## src/pos_regs.svh

```systemverilog
// register offsets, field positions, reset values and timing figures of the power-off sequencer
// assumes: included by bare name from the design files of the block
`ifndef POS_REGS_SVH
`define POS_REGS_SVH

`define POS_ADDR_W 8
`define POS_OFF_CONFIG 8'h00
`define POS_OFF_MASK 8'h04
`define POS_OFF_HOLD 8'h08
`define POS_OFF_STATUS 8'h0C

`define POS_CFG_TASK_DIS_BIT 15
`define POS_CFG_DELAY_MSB 7
`define POS_CFG_RESET 16'h8000
`define POS_MASK_KEY 16'hA5A5
`define POS_MASK_RESET 16'h0000
`define POS_HOLD_IOM_BIT 0
`define POS_HOLD_RETAIN_BIT 1

`define POS_RESP_OKAY 2'b00
`define POS_RESP_SLVERR 2'b10

`define POS_CLK_PERIOD_NS 20
`define POS_NS_PER_MS 1000000
`define POS_HOLDUP_MS 10
`define POS_DELAY_MAX_MS 10
`define POS_REDUCED_HOLDUP_MS 1

`endif

```

## src/pos_pkg.sv

```systemverilog
// types shared by the power-off sequencer files
// assumes: compiled before every module of the block
package pos_pkg;

   typedef enum logic [4:0] {
      POS_IDLE = 5'b00001,
      POS_DELAY = 5'b00010,
      POS_DRAIN = 5'b00100,
      POS_TASK = 5'b01000,
      POS_RESET = 5'b10000
   } pos_state_e;

   typedef logic [3:0] pos_ms_t;

endpackage : pos_pkg

```

## src/pos_sync3.sv

```systemverilog
// three-stage synchroniser for a level arriving from outside the clock domain
// assumes: one clock; the output only changes once stages two and three agree
`timescale 1ns/10ps
`default_nettype none

module pos_sync3 (
   input wire logic clk_in,
   input wire logic reset_in,
   input wire logic async_in,
   output logic level_out
);

   logic stage1;
   logic stage2;
   logic stage3;

   always_ff @(posedge clk_in) begin
      if (reset_in) begin
         stage1 <= 1'b0;
         stage2 <= 1'b0;
         stage3 <= 1'b0;
         level_out <= 1'b0;
      end else begin
         stage1 <= async_in;
         stage2 <= stage1;
         stage3 <= stage2;
         if (stage2 == stage3) begin
            level_out <= stage3;
         end
      end
   end

endmodule : pos_sync3
`default_nettype wire

```

## src/pos_ms_tick.sv

```systemverilog
// millisecond enable pulse, restartable so that counts align to the detection instant
// assumes: one clock; cycles per millisecond is at least two
`timescale 1ns/10ps
`default_nettype none

module pos_ms_tick #(
   parameter int CYC_PER_MS = 50000
) (
   input wire logic clk_in,
   input wire logic reset_in,
   input wire logic restart_in,
   output logic tick_out
);

   localparam int CW = $clog2(CYC_PER_MS);
   localparam logic [CW-1:0] LAST = CW'(CYC_PER_MS - 1);

   logic [CW-1:0] count;
   wire at_last = (count == LAST);

   // refused at elaboration: a one-cycle millisecond leaves no room for the restart
   if (CYC_PER_MS < 2) begin : g_cpm_check
      $error("pos_ms_tick: CYC_PER_MS must be at least 2");
   end

   always_ff @(posedge clk_in) begin
      if (reset_in || restart_in) begin
         count <= '0;
         tick_out <= 1'b0;
      end else begin
         count <= at_last ? '0 : count + 1'b1;
         tick_out <= at_last;
      end
   end

endmodule : pos_ms_tick
`default_nettype wire

```

## src/pos_sequencer.sv

```systemverilog
// power-off sequencer: power-fail confirmation, power-off task, protected region, cpu reset
// assumes: one 50 MHz clock; sequencer signals are on this clock; power-fail and supply
// variant come from pins; registers are reached over an AXI4-Lite slave port
//
// Design decisions made here: the AXI4-Lite slave port and the register addresses.
`timescale 1ns/10ps
`default_nettype none
`include "pos_regs.svh"

module pos_sequencer #(
   parameter int CYC_PER_MS = `POS_NS_PER_MS / `POS_CLK_PERIOD_NS
) (
   input wire logic clk_in,
   input wire logic reset_in,
   input wire logic power_fail_in,
   input wire logic reduced_supply_in,
   input wire logic run_mode_in,
   input wire logic instr_busy_in,
   input wire logic interrupt_disable_instr_exec_in,
   input wire logic interrupt_disable_instr_done_in,
   input wire logic interrupt_enable_instr_done_in,
   input wire logic program_end_in,
   input wire logic task_done_in,
   output logic halt_request_out,
   output logic task_run_out,
   output logic task_abort_out,
   output logic instr_abort_out,
   output logic cpu_reset_out,
   output logic outputs_off_out,
   input wire logic [`POS_ADDR_W-1:0] s_axi_awaddr,
   input wire logic s_axi_awvalid,
   output logic s_axi_awready,
   input wire logic [31:0] s_axi_wdata,
   input wire logic [3:0] s_axi_wstrb,
   input wire logic s_axi_wvalid,
   output logic s_axi_wready,
   output logic [1:0] s_axi_bresp,
   output logic s_axi_bvalid,
   input wire logic s_axi_bready,
   input wire logic [`POS_ADDR_W-1:0] s_axi_araddr,
   input wire logic s_axi_arvalid,
   output logic s_axi_arready,
   output logic [31:0] s_axi_rdata,
   output logic [1:0] s_axi_rresp,
   output logic s_axi_rvalid,
   input wire logic s_axi_rready
);

   localparam pos_pkg::pos_ms_t HOLDUP_MS = 4'(`POS_HOLDUP_MS);
   localparam pos_pkg::pos_ms_t DELAY_MAX_MS = 4'(`POS_DELAY_MAX_MS);
   localparam pos_pkg::pos_ms_t REDUCED_MS = 4'(`POS_REDUCED_HOLDUP_MS);

   if (CYC_PER_MS < 2) begin : g_cpm_check
      $error("pos_sequencer: CYC_PER_MS must be at least 2");
   end

   // registers
   logic [15:0] config_word;
   logic [15:0] power_fail_mask_word;
   logic io_memory_hold_bit;
   logic hold_retain_at_startup;
   // sequencing state
   pos_pkg::pos_state_e state;
   pos_pkg::pos_state_e next_state;
   pos_pkg::pos_ms_t ms_count;
   logic in_region;
   logic skip_region;
   // synchronised pins
   logic power_fail;
   logic reduced_supply;

   pos_sync3 u_pf_sync (
      .clk_in(clk_in),
      .reset_in(reset_in),
      .async_in(power_fail_in),
      .level_out(power_fail)
   );

   pos_sync3 u_variant_sync (
      .clk_in(clk_in),
      .reset_in(reset_in),
      .async_in(reduced_supply_in),
      .level_out(reduced_supply)
   );

   wire detect = (state == pos_pkg::POS_IDLE) && power_fail && run_mode_in;
   logic ms_tick;

   pos_ms_tick #(
      .CYC_PER_MS(CYC_PER_MS)
   ) u_tick (
      .clk_in(clk_in),
      .reset_in(reset_in),
      .restart_in(detect),
      .tick_out(ms_tick)
   );

   // effective settings; the reduced variant forces zero delay and no task
   wire [7:0] cfg_delay = config_word[`POS_CFG_DELAY_MSB:0];
   wire cfg_task_dis = config_word[`POS_CFG_TASK_DIS_BIT];
   wire task_en = !reduced_supply && !cfg_task_dis;
   wire [3:0] delay_ms = reduced_supply ? 4'h0 :
      ((cfg_delay > 8'(DELAY_MAX_MS)) ? DELAY_MAX_MS : cfg_delay[3:0]);
   wire [3:0] window_ms = reduced_supply ? REDUCED_MS : HOLDUP_MS;
   wire delay_done = (ms_count >= delay_ms);
   wire window_over = (ms_count >= window_ms);

   wire key_set = (power_fail_mask_word == `POS_MASK_KEY);
   wire protect_active = key_set && !task_en && in_region && !skip_region;
   wire drain_done = !instr_busy_in && !protect_active;
   wire keep_mask = io_memory_hold_bit && hold_retain_at_startup;

   always_comb begin
      next_state = state;
      case (state)
         pos_pkg::POS_IDLE: begin
            if (detect) begin
               next_state = pos_pkg::POS_DELAY;
            end
         end
         pos_pkg::POS_DELAY: begin
            // a supply that recovers before confirmation does not stop the processor
            if (!power_fail) begin
               next_state = pos_pkg::POS_IDLE;
            end else if (delay_done) begin
               next_state = pos_pkg::POS_DRAIN;
            end
         end
         pos_pkg::POS_DRAIN: begin
            if (window_over) begin
               next_state = pos_pkg::POS_RESET;
            end else if (drain_done) begin
               next_state = task_en ? pos_pkg::POS_TASK : pos_pkg::POS_RESET;
            end
         end
         pos_pkg::POS_TASK: begin
            if (task_done_in || window_over) begin
               next_state = pos_pkg::POS_RESET;
            end
         end
         pos_pkg::POS_RESET: begin
            next_state = pos_pkg::POS_RESET;
         end
         default: begin
            next_state = pos_pkg::POS_IDLE;
         end
      endcase
   end

   always_ff @(posedge clk_in) begin
      if (reset_in) begin
         state <= pos_pkg::POS_IDLE;
         ms_count <= 4'h0;
      end else begin
         state <= next_state;
         if (detect) begin
            ms_count <= 4'h0;
         end else if (ms_tick && ms_count != 4'hF) begin
            ms_count <= ms_count + 4'h1;
         end
      end
   end

   // protected region tracking
   always_ff @(posedge clk_in) begin
      if (reset_in) begin
         in_region <= 1'b0;
         skip_region <= 1'b0;
      end else begin
         if (interrupt_enable_instr_done_in || program_end_in) begin
            in_region <= 1'b0;
         end else if (interrupt_disable_instr_done_in) begin
            in_region <= 1'b1;
         end
         if (detect && interrupt_disable_instr_exec_in) begin
            skip_region <= 1'b1;
         end else if (state == pos_pkg::POS_IDLE) begin
            skip_region <= 1'b0;
         end
      end
   end

   // outputs to the processor, all registered; halt, task run and reset from the next state, the two aborts from the current state
   wire going_reset = (next_state == pos_pkg::POS_RESET);

   always_ff @(posedge clk_in) begin
      if (reset_in) begin
         halt_request_out <= 1'b0;
         task_run_out <= 1'b0;
         task_abort_out <= 1'b0;
         instr_abort_out <= 1'b0;
         cpu_reset_out <= 1'b0;
         outputs_off_out <= 1'b0;
      end else begin
         halt_request_out <= (next_state != pos_pkg::POS_IDLE) &&
            (next_state != pos_pkg::POS_DELAY);
         task_run_out <= (next_state == pos_pkg::POS_TASK);
         task_abort_out <= (state == pos_pkg::POS_TASK) && window_over && !task_done_in;
         instr_abort_out <= (state == pos_pkg::POS_DRAIN) && window_over && instr_busy_in;
         cpu_reset_out <= going_reset;
         outputs_off_out <= going_reset;
      end
   end

   // AXI4-Lite slave; write takes address and data in either order
   logic aw_full;
   logic w_full;
   logic [`POS_ADDR_W-1:0] aw_addr;
   logic [31:0] w_data;
   logic [3:0] w_strb;

   wire aw_take = s_axi_awvalid && s_axi_awready;
   wire w_take = s_axi_wvalid && s_axi_wready;
   wire do_write = aw_full && w_full && !s_axi_bvalid;
   wire next_aw_full = (aw_full || aw_take) && !do_write;
   wire next_w_full = (w_full || w_take) && !do_write;
   wire next_bvalid = do_write || (s_axi_bvalid && !s_axi_bready);
   wire ar_take = s_axi_arvalid && s_axi_arready;
   wire next_rvalid = ar_take || (s_axi_rvalid && !s_axi_rready);

   wire wr_cfg = do_write && (aw_addr == `POS_OFF_CONFIG);
   wire wr_mask = do_write && (aw_addr == `POS_OFF_MASK);
   wire wr_hold = do_write && (aw_addr == `POS_OFF_HOLD);
   wire wr_hit = wr_cfg || wr_mask || wr_hold || (aw_addr == `POS_OFF_STATUS);
   wire [15:0] lane_mask = {{8{w_strb[1]}}, {8{w_strb[0]}}};
   wire [15:0] cfg_merged = (config_word & ~lane_mask) | (w_data[15:0] & lane_mask);
   wire [15:0] mask_merged = (power_fail_mask_word & ~lane_mask) | (w_data[15:0] & lane_mask);

   wire [31:0] status_word = {20'h0_0000, ms_count, protect_active, in_region,
      reduced_supply, power_fail, 3'h0, state == pos_pkg::POS_RESET};
   wire rd_hit = (s_axi_araddr == `POS_OFF_CONFIG) || (s_axi_araddr == `POS_OFF_MASK) ||
      (s_axi_araddr == `POS_OFF_HOLD) || (s_axi_araddr == `POS_OFF_STATUS);
   wire [31:0] rd_word =
      (s_axi_araddr == `POS_OFF_CONFIG) ? {16'h0000, config_word} :
      (s_axi_araddr == `POS_OFF_MASK) ? {16'h0000, power_fail_mask_word} :
      (s_axi_araddr == `POS_OFF_HOLD) ? {30'h0000_0000, hold_retain_at_startup,
         io_memory_hold_bit} :
      (s_axi_araddr == `POS_OFF_STATUS) ? status_word : 32'h0000_0000;

   always_ff @(posedge clk_in) begin
      if (reset_in) begin
         aw_full <= 1'b0;
         w_full <= 1'b0;
         aw_addr <= '0;
         w_data <= 32'h0000_0000;
         w_strb <= 4'h0;
         s_axi_awready <= 1'b1;
         s_axi_wready <= 1'b1;
         s_axi_bvalid <= 1'b0;
         s_axi_bresp <= `POS_RESP_OKAY;
      end else begin
         aw_full <= next_aw_full;
         w_full <= next_w_full;
         if (aw_take) begin
            aw_addr <= s_axi_awaddr;
         end
         if (w_take) begin
            w_data <= s_axi_wdata;
            w_strb <= s_axi_wstrb;
         end
         s_axi_awready <= !next_aw_full && !next_bvalid;
         s_axi_wready <= !next_w_full && !next_bvalid;
         s_axi_bvalid <= next_bvalid;
         if (do_write) begin
            s_axi_bresp <= wr_hit ? `POS_RESP_OKAY : `POS_RESP_SLVERR;
         end
      end
   end

   always_ff @(posedge clk_in) begin
      if (reset_in) begin
         s_axi_arready <= 1'b1;
         s_axi_rvalid <= 1'b0;
         s_axi_rdata <= 32'h0000_0000;
         s_axi_rresp <= `POS_RESP_OKAY;
      end else begin
         s_axi_arready <= !next_rvalid;
         s_axi_rvalid <= next_rvalid;
         if (ar_take) begin
            s_axi_rdata <= rd_word;
            s_axi_rresp <= rd_hit ? `POS_RESP_OKAY : `POS_RESP_SLVERR;
         end
      end
   end

   // register storage; power-off clearing of the mask word wins over a bus write
   always_ff @(posedge clk_in) begin
      if (reset_in) begin
         config_word <= `POS_CFG_RESET;
         power_fail_mask_word <= `POS_MASK_RESET;
         io_memory_hold_bit <= 1'b0;
         hold_retain_at_startup <= 1'b0;
      end else begin
         if (wr_cfg) begin
            config_word <= cfg_merged;
         end
         if (going_reset && state != pos_pkg::POS_RESET && !keep_mask) begin
            power_fail_mask_word <= `POS_MASK_RESET;
         end else if (wr_mask) begin
            power_fail_mask_word <= mask_merged;
         end
         if (wr_hold && w_strb[0]) begin
            io_memory_hold_bit <= w_data[`POS_HOLD_IOM_BIT];
            hold_retain_at_startup <= w_data[`POS_HOLD_RETAIN_BIT];
         end
      end
   end
endmodule : pos_sequencer
`default_nettype wire

```

## config.mk

```make
export PLATFORM = sky130hd
export DESIGN_NAME = pos_sequencer
export DESIGN_NICKNAME = d
export VERILOG_FILES = /design/src/pos_pkg.sv /design/src/pos_sync3.sv /design/src/pos_ms_tick.sv /design/src/pos_sequencer.sv
export VERILOG_INCLUDE_DIRS = /design/src
export SDC_FILE = /design/constraint.sdc
export NUM_CORES = 1
export LEC_CHECK = 0
export BUFFER_PORTS_ARGS = -buffer_cell sky130_fd_sc_hd__clkbuf_2
export CAP_MARGIN = 20
export CORE_ASPECT_RATIO = 0.8
export CORE_MARGIN = 3
export CORE_UTILIZATION = 54
export DETAILED_ROUTE_END_ITERATION = 8
export HOLD_SLACK_MARGIN = 0.05
export PLACE_DENSITY_LB_ADDON = 0.12
export REMOVE_ABC_BUFFERS = 1
export SLEW_MARGIN = 20
export SYNTH_ARGS = -nofsm -noshare
export SYNTH_HDL_FRONTEND = slang
export SYNTH_SLANG_ARGS = --single-unit
```

## constraint.sdc

```tcl
create_clock -name clk_in -period 3 [get_ports clk_in]
set_input_delay 0.3 -clock clk_in [delete_from_list [all_inputs] [get_ports clk_in]]
set_output_delay 0.3 -clock clk_in [all_outputs]
set_load 0.005 [all_outputs]
```

Word level (Yosys, flattened, before mapping)

Index checks and enable logic that the tools add are counted.

Bitwise operators: 6
Add/sub/neg operators: 2
Multiplexer cells: 19
$lt $le $gt $ge: 3
Reductions and logical operators: 68
Equality and inequality tests: 21

Operators with widths:

| kind                  | number |
|---|---|
| $and 16x16->16        | 3 |
| $mux 5                | 7 |
| $eq 16x16->1 const B  | 2 |
| $eq 8x4->1 const B    | 4 |
| $logic_and 1x1->1     | 32 |
| $mux 16               | 2 |
| $or 16x16->16         | 2 |
| $pmux 5 s5            | 1 |
| $mux 12               | 2 |
| $add 16x1->16 const B | 1 |
| $eq 8x3->1 const B    | 2 |
| $logic_not 1->1       | 16 |
| $logic_not 8->1       | 2 |
| $not 16->16           | 1 |
| $logic_or 1x1->1      | 13 |
| $mux 4                | 3 |
| $eq 5x4->1 const B    | 2 |
| $eq 5x5->1 const B    | 2 |
| $ge 4x4->1            | 2 |
| $gt 8x4->1 const B    | 1 |
| $reduce_or 2->1       | 4 |
| $eq 5x1->1 const B    | 1 |
| $eq 5x2->1 const B    | 1 |
| $eq 5x3->1 const B    | 1 |
| 9 further kinds       | 12 |

Word-level logic and storage cells: 155
Input port bits: 68
Output and inout port bits: 47
Register bits after elaboration: 144

Longest topological paths before layout

Word-level depth: 15
Depth in mapped cells: 9
Mapped depth without buffers: 9

Hierarchy

A second synthesis with hierarchy kept.

Cell total of the unflattened synthesis: 601
Area total of the unflattened synthesis: 5537.8 um^2

By module, submodules not included:

| module        | instances | cells an instance | seq. area each (um^2) | area each (um^2) |
|---|---|---|---|---|
| pos_sequencer | 1         | 500               | 2021.9                | 4504.3 |
| pos_ms_tick   | 1         | 81                | 340.3                 | 808.3 |
| pos_sync3     | 2         | 10                | 80.1                  | 112.6 |

Worst setup path after synthesis

No wires, ideal clock.

Path type: reg2reg
Start: register aw_addr[7]
End: register with a tool-made name
Required time: 2.880 ns
Path buffers: 2
Cell stages (with the launch flop): 7
Data arrival time: 2.237 ns
Setup time: 0.120 ns
Slack: 0.643 ns
Clock period less this slack: 2.357 ns
Cells stage by stage: dfxtp_1 or4_1 or4_1 buf_6 or4b_4 buf_6 a211o_1

RTL lines:

| what                   | line                 | source |
|---|---|---|
| start, declared        | pos_sequencer.sv:208 | `` logic [`POS_ADDR_W-1:0] aw_addr; `` |
| start signal, assigned | pos_sequencer.sv:255 | `aw_addr <= s_axi_awaddr;` |

==> impl_metrics.tcl <==
set metrics [dict create \
    status "complete, no violations" \
    ys_seq_area_share_pct 46.5 \
    drv_slew 0 \
    grt_overflow_total 0 \
    cts_tree "done" \
    die_w_microns 118 \
    core_sq_um 9730 \
    period_share_pct 87.4 \
    synth_area_leaders "dfxtp_1 (46%), mux2i_1 (6.3%), nor2_1 (5.5%)" \
    yosysMostFrequentCell "dfxtp_1" \
    numClockSinks 126 \
    cap_violations 0 \
    critPathArrivalTime_ps 2900 \
    rsz0062_at_grt "false" \
    ff2ff_setup_slack_ps 380 \
    numPortBuffers 78 \
    dieArea_sq_um 11300 \
    slew_headroom_pct 58.1 \
    dpl.hpwl_microns 8310 \
    drtPass1Iterations 5 \
    ys_ff_latch 126 \
    max_freq_ghz 0.382 \
    async_reset_ff_share_pct 0 \
    path_clk_slew_ps 50 \
    synth_warnings 0 \
    die_h_microns 95.7 \
    post-route-min-period_ps 2620 \
    dpl_cell_area_sq_um 5850 \
    grt_pass1_vias 3979 \
    cts_max_path_buffers 2 \
    p_total_mw 3.89 \
    critPathMaxFanout 8 \
    syn_area_sq_um 5430 \
    nets 755 \
    grt_max_degree 100 \
    cts_setup_buffers 0 \
    synth_top_family_by_area "simple AND/OR/NAND/NOR gates" \
    track_usage_pct 21.7 \
    critPathKind "reg2reg" \
    synthMuxAreaShare_pct 8.14 \
    vias_per_cell 5.41 \
    routed_wl_microns 12100 \
    synth-edff-count 0 \
    fin_ws_ps 379 \
    ios 115 \
    design_area_sq_um 6420 \
    gp_congestion 0.842 \
    row_count 32 \
    antenna_found_initial 0 \
    synth_commonest_cells "dfxtp_1 (126), nor2_1 (79), nand2_1 (66), a21oi_1 (40), mux2i_1 (34)" \
    final_cells 826 \
    critPathLaunchType "register" \
    crit_required_ps 3280 \
    hold_violations 0 \
    drc_errors 0 \
    n_antenna_cell 0 \
    syn_to_final_growth_pct 18.4 \
    min_path_type "in2reg" \
    syn_inst 603 \
    num_vias 4469 \
    synthDistinctLibCells 53 \
    clock_latency_ps 410 \
    grt_pass1_wl_microns 19600 \
    holdBufCountCts 2 \
    setup_violations 0 \
    avgSynthCellArea_sq_um 9.00 \
    cts_root_buf "clkbuf_16" \
    dr.first_iter.drc_count 406 \
    yosys.area_share.simple_pct 22.1 \
    final_layout_size_suffix_gt1_share_pct 18.4 \
    tightestPinTransition_ps 628 \
    htreeDepth 4 \
    vdd_drop_max_mv 0.342 \
    netlist.area_leader.share_pct 46.5 \
    synth_compound_area_share_pct 12.8 \
    antenna_left 0 \
    synth_fa_ha_area_share_pct 2.08 \
    skew_ps 6.50 \
    wl_per_cell_microns 14.7 \
    end_kind "register" \
    cts_resized 0 \
    numCtsBuffers 17 \
    start_util_pct 55.8 \
    final.setup.tns_ps 0 \
    yosysTopAreaCell "dfxtp_1" \
    p_leak_nw 2.64 \
    synthFlopType "dfxtp_1" \
    yosys.area_share.xor_xnor_pct 2.91 \
    dp_slack_ps 415 \
    dpl.cell_count 793 \
    powerDensity_nw_per_um2 605 \
]
==> power by group <==
group | internal [mW] | switching (mW)
combinational | 0.0865 | 0.129
sequential | 1.73 | 0.0404
clock | 1.22 | 0.690
==> layout by cell type, fill, tap and decap left out, drive strengths merged, types with 15 or more instances in the layout <==
master	netlist	routed
a211oi	21	21
conb	1	18
nor2	79	79
a21oi	40	40
o21ai	15	15
dfxtp	126	126
mux2i	34	34
nand2	66	66
nor3	20	20
clkbuf	25	102
nand3	21	21
==> critical path: stages (launching register included) <==
cell and delay, ps:
dfxtp_1 310, or4_1 510, or4_1 590, or4b_1 770, mux2i_1 250, nor2_1 60
==> routing by layer <==
layer	track usage, %	up-vias	routed length [microns]
met1	30.6	2035	5980
met3	6.35	14	874
met4	7.90	0	148
met5	0	-	0
li1	-	2255	-
met2	31.7	165	5100
==> final timing paths <==
path                               startpoint  cells after the start                               end
min reg2reg  u_variant_sync.stage1$_SDFF_PP0_                      1  u_variant_sync.stage2$_SDFF_PP0_
min                             power_fail_in                      2       u_pf_sync.stage1$_SDFF_PP0_
max                   aw_addr[7]$_SDFFE_PP0P_                      5                          register
max reg2reg           aw_addr[7]$_SDFFE_PP0P_                      5                          register
==> stage by stage <==
step	hold slack [ps]	util [%]
CTS	87.8	66.0
floorplan	369	-
global route	93.9	66.0
detailed placement	428	60.1
global placement	416	60.1
finish	92.7	66.0
==> layout make-up <==
class | instances | area [sq um]
Timing Repair Buffer | 87 | 475
Clock inverter | 6 | 58.8
Tap cell | 136 | 170
Fill cell | 817 | 3310
Clock buffer | 25 | 495
Sequential cell | 126 | 2520
Inverter | 7 | 26.3
Multi-Input combinational cell | 439 | 2670
==> cell families (layout without fill, tap and decap cells) <==
kind of cell | Yosys count | after routing
simple gates | 244 | 244
flops | 126 | 126
compound gates | 108 | 108
buf+inv | 55 | 125
mux | 42 | 42
xor+xnor | 18 | 18
fa+ha+maj | 9 | 9
other cells | 1 | 18
No activity file was read; power rests on OpenSTA's default activity.
